[src/hdl/hssp_pkg.sv]
`default_nettype none
package hssp_pkg;
  // timing of the carrier and update events
  localparam int unsigned CLK_HZ      = 10_000_000;
  localparam int unsigned PWM_HZ      = 20_000;
  localparam int unsigned PWM_US      = 50;
  localparam int unsigned PWM_CYC     = CLK_HZ / PWM_HZ;
  localparam int unsigned CNT_W       = 9;
  localparam logic [8:0]  CNT_LAST    = 9'(PWM_CYC - 1);
  localparam logic [8:0]  CNT_HALF    = 9'(PWM_CYC / 2);
  // phase accumulator and table
  localparam int unsigned IDX_W       = 16;
  localparam int unsigned TBL_N       = 256;
  localparam logic [7:0]  PH_120      = 8'h55;
  localparam int          TBL_PEAK    = 127;
  localparam int          SIN_ONE     = 1024;
  localparam int          SIN_SUM_PK  = 887;
  localparam int          HARM3_DIV   = 6;
  localparam int          MAG_FULL    = 256;
  // hall code to sector angle (upper byte of the phase index)
  localparam logic [7:0]  HALL_ANG [8] = '{8'h00, 8'h00, 8'h55, 8'h2B,
                                           8'hAB, 8'hD5, 8'h80, 8'h00};
  localparam logic [2:0]  HALL_NONE_0 = 3'h0;
  localparam logic [2:0]  HALL_NONE_1 = 3'h7;

  typedef enum logic [1:0] {
    HSSP_INIT = 2'b01,
    HSSP_RUN  = 2'b10
  } hssp_state_t;
endpackage
`default_nettype wire

[src/hdl/hssp_top.sv]
`timescale 1ns/1ps
`default_nettype none
module hssp_top (
  input  wire logic        i_clock,
  input  wire logic        i_rst_b,
  input  wire logic        i_enable,
  input  wire logic        i_reverse,
  input  wire logic [15:0] i_step,
  input  wire logic [7:0]  i_magnitude,
  input  wire logic [7:0]  i_dead_time,
  input  wire logic [2:0]  i_capture_state,
  input  wire logic [2:0]  i_hall,
  input  wire logic        i_fault,
  output logic      [2:0]  o_high,
  output logic      [2:0]  o_low,
  output logic             o_update,
  output logic             o_hall_event,
  output logic      [15:0] o_hall_period,
  output logic      [15:0] o_stamp,
  output logic             o_stamp_valid,
  output logic      [15:0] o_phase_index,
  output logic             o_tripped
);

  typedef struct packed {
    hssp_pkg::hssp_state_t state;
    logic [2:0]            h1;
    logic [2:0]            h2;
    logic [2:0]            h3;
    logic [2:0]            hall;
    logic                  f1;
    logic                  f2;
    logic                  f3;
    logic                  fq;
    logic                  trip;
    logic [8:0]            cnt;
    logic [15:0]           idx;
    logic [2:0][8:0]       duty;
    logic [2:0]            raw;
    logic [2:0][7:0]       dcnt;
    logic [2:0]            hi;
    logic [2:0]            lo;
    logic                  upd;
    logic                  hev;
    logic [15:0]           timer;
    logic [15:0]           last;
    logic [15:0]           period;
    logic [15:0]           stamp;
    logic                  stamp_v;
  } hssp_regs_t;

  hssp_regs_t s;
  hssp_regs_t next_s;

  // sine value scaled to SIN_ONE, parabolic-ratio approximation
  function automatic int sin_q(input int a);
    int h;
    int p;
    int v;
    h = a % (hssp_pkg::TBL_N / 2);
    p = h * (hssp_pkg::TBL_N / 2 - h);
    v = (hssp_pkg::SIN_ONE * 16 * p) / (81920 - 4 * p);
    return (a >= hssp_pkg::TBL_N / 2) ? -v : v;
  endfunction

  // fundamental plus a sixth of the third harmonic, peak near TBL_PEAK
  function automatic int tbl_entry(input int i);
    int sum;
    sum = hssp_pkg::HARM3_DIV * sin_q(i)
        + sin_q((3 * i) % hssp_pkg::TBL_N);
    return (sum * hssp_pkg::TBL_PEAK)
         / (hssp_pkg::HARM3_DIV * hssp_pkg::SIN_SUM_PK);
  endfunction

  // one electrical cycle as a constant rom, built at elaboration
  logic signed [7:0] sine_rom [hssp_pkg::TBL_N];
  for (genvar g = 0; g < hssp_pkg::TBL_N; g++)
  begin : g_rom
    assign sine_rom[g] = 8'(tbl_entry(g));
  end

  // duty = half period + signed entry scaled by magnitude
  function automatic logic [8:0] duty_of(input logic signed [7:0] e,
                                         input logic [7:0] m);
    int off;
    off = (int'(e) * int'(m) * int'(hssp_pkg::CNT_HALF))
        / (hssp_pkg::TBL_PEAK * hssp_pkg::MAG_FULL);
    return 9'(int'(hssp_pkg::CNT_HALF) + off);
  endfunction

  logic [7:0] sel_a;
  logic [7:0] sel_b;
  logic [7:0] sel_c;
  logic [7:0] hall_ang;
  logic       hall_ok;
  logic       hall_chg;
  logic       run;
  logic       off;

  // table addresses for the three phases
  always_comb
  begin
    sel_a = s.idx[15:8];
    sel_b = i_reverse ? sel_a + hssp_pkg::PH_120
                      : sel_a - hssp_pkg::PH_120;
    sel_c = i_reverse ? sel_a - hssp_pkg::PH_120
                      : sel_a + hssp_pkg::PH_120;
    hall_ang = i_reverse ? 8'(-hssp_pkg::HALL_ANG[s.h3])
                         : hssp_pkg::HALL_ANG[s.h3];
    hall_ok  = (s.h3 != hssp_pkg::HALL_NONE_0)
            && (s.h3 != hssp_pkg::HALL_NONE_1);
    hall_chg = (s.h2 == s.h3) && (s.h3 != s.hall);
    run      = (s.state == hssp_pkg::HSSP_RUN) && i_enable;
  end

  // next-state logic for the whole block
  always_comb
  begin
    next_s = s;
    // three-stage synchronisers; a change counts when stages 2 and 3 agree
    next_s.h1 = i_hall;
    next_s.h2 = s.h1;
    next_s.h3 = s.h2;
    next_s.f1 = i_fault;
    next_s.f2 = s.f1;
    next_s.f3 = s.f2;
    if (s.f2 == s.f3)
      next_s.fq = s.f3;
    next_s.upd     = 1'b0;
    next_s.hev     = 1'b0;
    next_s.stamp_v = 1'b0;
    next_s.timer   = s.timer + 16'h0001;

    // carrier counter and per-period update event
    if (s.cnt == hssp_pkg::CNT_LAST)
    begin
      next_s.cnt = '0;
      next_s.upd = 1'b1;
    end
    else
      next_s.cnt = s.cnt + 9'h001;

    // overcurrent trip holds until the period ends with the fault gone
    if (s.fq)
      next_s.trip = 1'b1;
    else if (next_s.upd)
      next_s.trip = 1'b0;

    case (s.state)
      hssp_pkg::HSSP_INIT:
      begin
        // wait for a settled, legal hall code, then start from its angle
        if (s.h2 == s.h3 && hall_ok)
        begin
          next_s.hall  = s.h3;
          next_s.idx   = {hall_ang, 8'h00};
          next_s.last  = s.timer;
          next_s.state = hssp_pkg::HSSP_RUN;
        end
      end
      hssp_pkg::HSSP_RUN:
      begin
        if (hall_chg)
        begin
          next_s.hall   = s.h3;
          next_s.hev    = 1'b1;
          next_s.period = s.timer - s.last;
          next_s.last   = s.timer;
          if (s.h3 == i_capture_state)
          begin
            next_s.stamp   = s.timer;
            next_s.stamp_v = 1'b1;
          end
          // illegal codes still count as edges but carry no angle
          if (hall_ok)
            next_s.idx = {hall_ang, 8'h00};
        end
        // step after any realign; the 16-bit sum wraps by itself
        if (next_s.upd)
          next_s.idx = next_s.idx + i_step;
      end
      default:
        next_s.state = hssp_pkg::HSSP_INIT;
    endcase

    // all three duties move in the same cycle, from one index value
    if (next_s.upd)
    begin
      next_s.duty[0] = duty_of(sine_rom[sel_a], i_magnitude);
      next_s.duty[1] = duty_of(sine_rom[sel_b], i_magnitude);
      next_s.duty[2] = duty_of(sine_rom[sel_c], i_magnitude);
    end

    // compare and dead time per pair; both sides come from one raw bit
    // so the high and low switch can never conduct together
    for (int p = 0; p < 3; p++)
    begin
      next_s.raw[p] = s.cnt < s.duty[p];
      if (next_s.raw[p] != s.raw[p])
        next_s.dcnt[p] = i_dead_time;
      else if (s.dcnt[p] != 8'h00)
        next_s.dcnt[p] = s.dcnt[p] - 8'h01;
      next_s.hi[p] = run && s.raw[p] && (s.dcnt[p] == 8'h00);
      next_s.lo[p] = run && !s.raw[p] && (s.dcnt[p] == 8'h00);
    end
  end

  always_ff @(posedge i_clock)
  begin
    if (!i_rst_b)
    begin
      s       <= '0;
      s.state <= hssp_pkg::HSSP_INIT;
    end
    else
      s <= next_s;
  end

  // the raw pin gates the pairs so a trip needs no clock edge; a glitch
  // on the pin can chop a pulse, which is the safe direction to fail
  assign off           = i_fault | s.trip;
  assign o_high        = s.hi & ~{3{off}};
  assign o_low         = s.lo & ~{3{off}};
  assign o_update      = s.upd;
  assign o_hall_event  = s.hev;
  assign o_hall_period = s.period;
  assign o_stamp       = s.stamp;
  assign o_stamp_valid = s.stamp_v;
  assign o_phase_index = s.idx;
  assign o_tripped     = s.trip;
endmodule // hssp_top
`default_nettype wire

[config.mk]
export PLATFORM = sky130hd
export DESIGN_NAME = hssp_top
export DESIGN_NICKNAME = d
export VERILOG_FILES = /design/src/hdl/hssp_pkg.sv /design/src/hdl/hssp_top.sv
export SDC_FILE = /design/constraint.sdc
export NUM_CORES = 2
export LEC_CHECK = 0
export ABC_AREA = 1
export BUFFER_PORTS_ARGS = -buffer_cell sky130_fd_sc_hd__buf_4
export CAP_MARGIN = 20
export CORE_ASPECT_RATIO = 0.7
export CORE_MARGIN = 1
export CORE_UTILIZATION = 35
export DETAILED_ROUTE_END_ITERATION = 10
export HOLD_SLACK_MARGIN = 0.02
export MAX_ROUTING_LAYER = met4
export PLACE_DENSITY_LB_ADDON = 0.1
export SYNTH_ARGS = -nofsm -noshare
export SYNTH_HDL_FRONTEND = slang
export SYNTH_SLANG_ARGS = --single-unit
[constraint.sdc]
create_clock -name i_clock -period 22 [get_ports i_clock]
set_input_delay 3.3 -clock i_clock [delete_from_list [all_inputs] [get_ports i_clock]]
set_output_delay 3.3 -clock i_clock [all_outputs]
set_load 0.01 [all_outputs]
==> impl_metrics.sql <==
INSERT INTO impl_metrics (metric_group, metric, value, unit) VALUES
('sta', 'setup_viol_count_final', '13', ''),
('sta', 'tightest_slew', '1.038', 'ns'),
('cells_and_area', 'register_area', '3423', 'sq um'),
('clocking', 'clockRootBuffer', 'sky130_fd_sc_hd__clkbuf_16', ''),
('drt', 'drt_pass1_iterations', '6', ''),
('logic_synthesis', 'synth_enable_flop_cells', '0', ''),
('logic_synthesis', 'synthesized_area_per_cell', '5.945', 'sq um'),
('drt', 'wire_per_inst', '15.88', 'um'),
('cells_and_area', 'final_layout_size_suffix_gt1_frac', '0.4022', ''),
('run_status', 'outcome', 'complete, but fails checks', ''),
('logic_synthesis', 'yosys.cell_types.count', '85', ''),
('critical_path', 'end_kind', 'register', ''),
('cells_and_area', 'utilization', '0.5502', ''),
('critical_path', 'worst-path-buf-inv', '41', ''),
('clocking', 'clk_path_buf_depth', '2', ''),
('sta', 'rsz0062_at_grt', 'yes', ''),
('logic_synthesis', 'synth_fp_nets', '9617', ''),
('clocking', 'cts.htree.levels', '4', ''),
('logic_synthesis', 'synth-seq-area-share', '0.06502', ''),
('clocking', 'cts_tree', 'done', ''),
('die', 'die_h', '326.5', 'um'),
('global_route', 'all_layer_gr_usage', '0.2656', ''),
('cells_and_area', 'combined_area_of_the_multi_input_logic_cells', '48870', 'sq um'),
('cells_and_area', 'area_growth_syn_to_layout', '55.22', '%'),
('drt', 'dr_vias_cell', '4.928', ''),
('placed_design', 'portBuffers', '100', ''),
('sta', 'post-route-period-util', '1.011', ''),
('logic_synthesis', 'synth_compound_gate_area_share', '0.1032', ''),
('logic_synthesis', 'syn_inst', '8856', ''),
('sta', 'timing.slew.headroom', '0.3073', ''),
('drt', 'ant_nets', '0', ''),
('critical_path', 'critPathMaxFanout', '8', ''),
('die', 'starting_utilization_of_the_core_area', '0.3545', ''),
('global_route', 'antenna_violations_before_repair', '2', ''),
('logic_synthesis', 'share_of_synthesized_cell_area_in_and_or_nand_and_nor_gates', '0.4200', ''),
('global_route', 'grt_pass1_vias', '61119', ''),
('critical_path', 'setup.worst_path.class', 'in2reg', ''),
('die', 'die_x', '465.6', 'um'),
('clocking', 'clk_pin_slew', '0.09', 'ns'),
('logic_synthesis', 'post_synth_instance_area', '52650', 'sq um'),
('sta', 'clock-skew-final', '0.03182', 'ns'),
('die', 'boundaryPins', '101', ''),
('min_path', 'hold_path.class', 'reg2reg', ''),
('critical_path', 'crit_top_cell', 'sky130_fd_sc_hd__nand2_2', ''),
('logic_synthesis', 'synth_top_family_by_area', 'simple AND/OR/NAND/NOR gates', ''),
('logic_synthesis', 'yosys-mux-area-fraction', '0', ''),
('logic_synthesis', 'netlist.area_leader.share', '0.1648', ''),
('die', 'placeableCoreArea', '148500', 'sq um'),
('logic_synthesis', 'synth.most_common_cell', 'sky130_fd_sc_hd__nand2_1', ''),
('sta', 'setup_slack', '-0.2405', 'ns'),
('global_route', 'globalRouteOverflowTotal', '0', ''),
('logic_synthesis', 'adder_cell_share_of_the_synthesized_area', '0.2121', ''),
('cells_and_area', 'filler_cell_count', '14620', ''),
('sta', 'finalCriticalPeriod', '22.24', 'ns'),
('drt', 'vias', '64923', ''),
('logic_synthesis', 'ys_top_cells_by_area', 'sky130_fd_sc_hd__nand2_1, sky130_fd_sc_hd__fa_1, sky130_fd_sc_hd__inv_1', ''),
('logic_synthesis', 'post_synth_xor_area_fraction', '0.05090', ''),
('run_status', 'violations', 'negative setup slack', ''),
('critical_path', 'required_time_of_the_critical_path', '22.30', 'ns'),
('sta', 'fmax', '44.96', 'MHz'),
('drt', 'detail_route.iter0.violations', '4358', ''),
('global_route', 'grt_pass1_wl', '322.8', 'mm'),
('logic_synthesis', 'synth_top_flop_cell', 'sky130_fd_sc_hd__dfxtp_1', ''),
('placed_design', 'gp_congestion', '0.9520', ''),
('die', 'placementRows', '118', ''),
('logic_synthesis', 'netlist.top_cell.by_area', 'sky130_fd_sc_hd__nand2_1', ''),
('logic_synthesis', 'share_of_flip_flops_with_an_asynchronous_set_or_reset_after_synthesis', '0', ''),
('cells_and_area', 'layout.nets', '11939', ''),
('global_route', 'pin_count_of_the_biggest_net_entering_global_routing', '73', ''),
('logic_synthesis', 'synth-seq-cells', '171', ''),
('critical_path', 'cp_data_arrival_time', '22.54', 'ns');
==> stage by stage <==
step / cells / area, sq um / setup TNS, ns / hold WS (ns) / worst slack [ns]
5_1_grt: 13172 / 81720 / -21.13 / 0.4456 / -1.375
3_5_place_dp: 12709 / 69640 / -42.21 / 0.4055 / -2.591
2_1_floorplan: 8856 / 52700 / 0 / 0.3905 / 0.002476
6_report: 13173 / 81730 / -1.963 / 0.4313 / -0.2405
3_3_place_gp: 12709 / 69640 / -37.76 / 0.3960 / -2.619
4_1_cts: 12938 / 74350 / -4.115 / 0.4292 / -0.3498
==> state kept, by name, indices dropped and copies added (netlist names) <==
signal	cells
o_phase_index	16
next_s	8
o_hall_period	16
s	111
o_hall_event	1
o_stamp	16
o_update	1
o_stamp_valid	1
o_tripped	1
==> routing by layer <==
metal / routed length, um / GRT usage / vias to the layer above
met3: 9934 / 0.01693 / 202
met2: 90320 / 0.4014 / 1516
met4: 3688 / 0.03824 / 0
met1: 105300 / 0.3921 / 30406
li1: - / - / 32799
met5: 0 / - / -
==> final timing paths <==
| path | from | to | slack [ns] | depth (start not counted) |
|---|---|---|---|---|
| max reg2reg | o_phase_index[9] | s[106] | 0.93 | 138 |
| max | i_reverse | s[115] | -0.24 | 141 |
| min reg2reg | next_s[164] | next_s[161] | 0.43 | 2 |
| min | next_s[164] | next_s[161] | 0.43 | 2 |
==> worst reg2reg max path, delay by kind of cell, from the launching register on <==
family	cells	cell delay [ns]
AOI/OAI and AO/OA	12	1.94
and+or+nand+nor	83	9.23
xor gates and xnor gates	2	0.41
buffers and inverters	29	3.78
DFF	1	0.52
adders and majority gates	12	5.08
==> kinds of logic after synthesis <==
family                     after synthesis
and+or+nand+nor                       4886
buffers and inverters                 1857
AOI/OAI and AO/OA                      930
adders and majority gates              718
xor gates and xnor gates               294
DFF                                    171
==> cell type report <==
type,count,area share
antenna,3,0.00009186
clock inverter,14,0.001929
clock buffer,17,0.005205
timing repair buffer,2524,0.2473
inverter,1612,0.07532
tap,1980,0.03031
multi-input combinational,6852,0.5979
sequential,171,0.04189
==> cell usage in the layout, fill, tap and decap left out, drive strengths merged, types with 14 or more instances in the layout <==
| master | Yosys | routed |
|---|---|---|
| o211ai | 43 | 43 |
| nor4 | 15 | 15 |
| nor2 | 1073 | 1075 |
| ha | 427 | 427 |
| nand3b | 37 | 37 |
| xnor2 | 72 | 72 |
| or2 | 14 | 14 |
| clkinv | 21 | 20 |
| clkbuf | 71 | 21 |
| a31oi | 31 | 31 |
| nor3 | 103 | 103 |
| nand3 | 908 | 910 |
| inv | 1591 | 1596 |
| nand2 | 2491 | 2510 |
| o21bai | 40 | 40 |
| nand4 | 224 | 225 |
| o22ai | 25 | 25 |
| buf | 173 | 2520 |
| a21oi | 295 | 295 |
| o21ai | 394 | 394 |
| dfxtp | 171 | 171 |
| xor2 | 222 | 222 |
| fa | 291 | 291 |
==> repair_timing <==
| item | CTS | global route |
|---|---|---|
| hold buffers | 0 | 0 |
| pin swaps | 316 | 731 |
| gates cloned | 15 | 21 |
| endpoints found under the setup margin | 26 | 27 |
| setup buffers | 183 | 221 |
| gates resized for setup | 649 | 1459 |
Power is not shown: default switching activity piles up to over one toggle a cycle in this logic, so the estimate is an artifact.
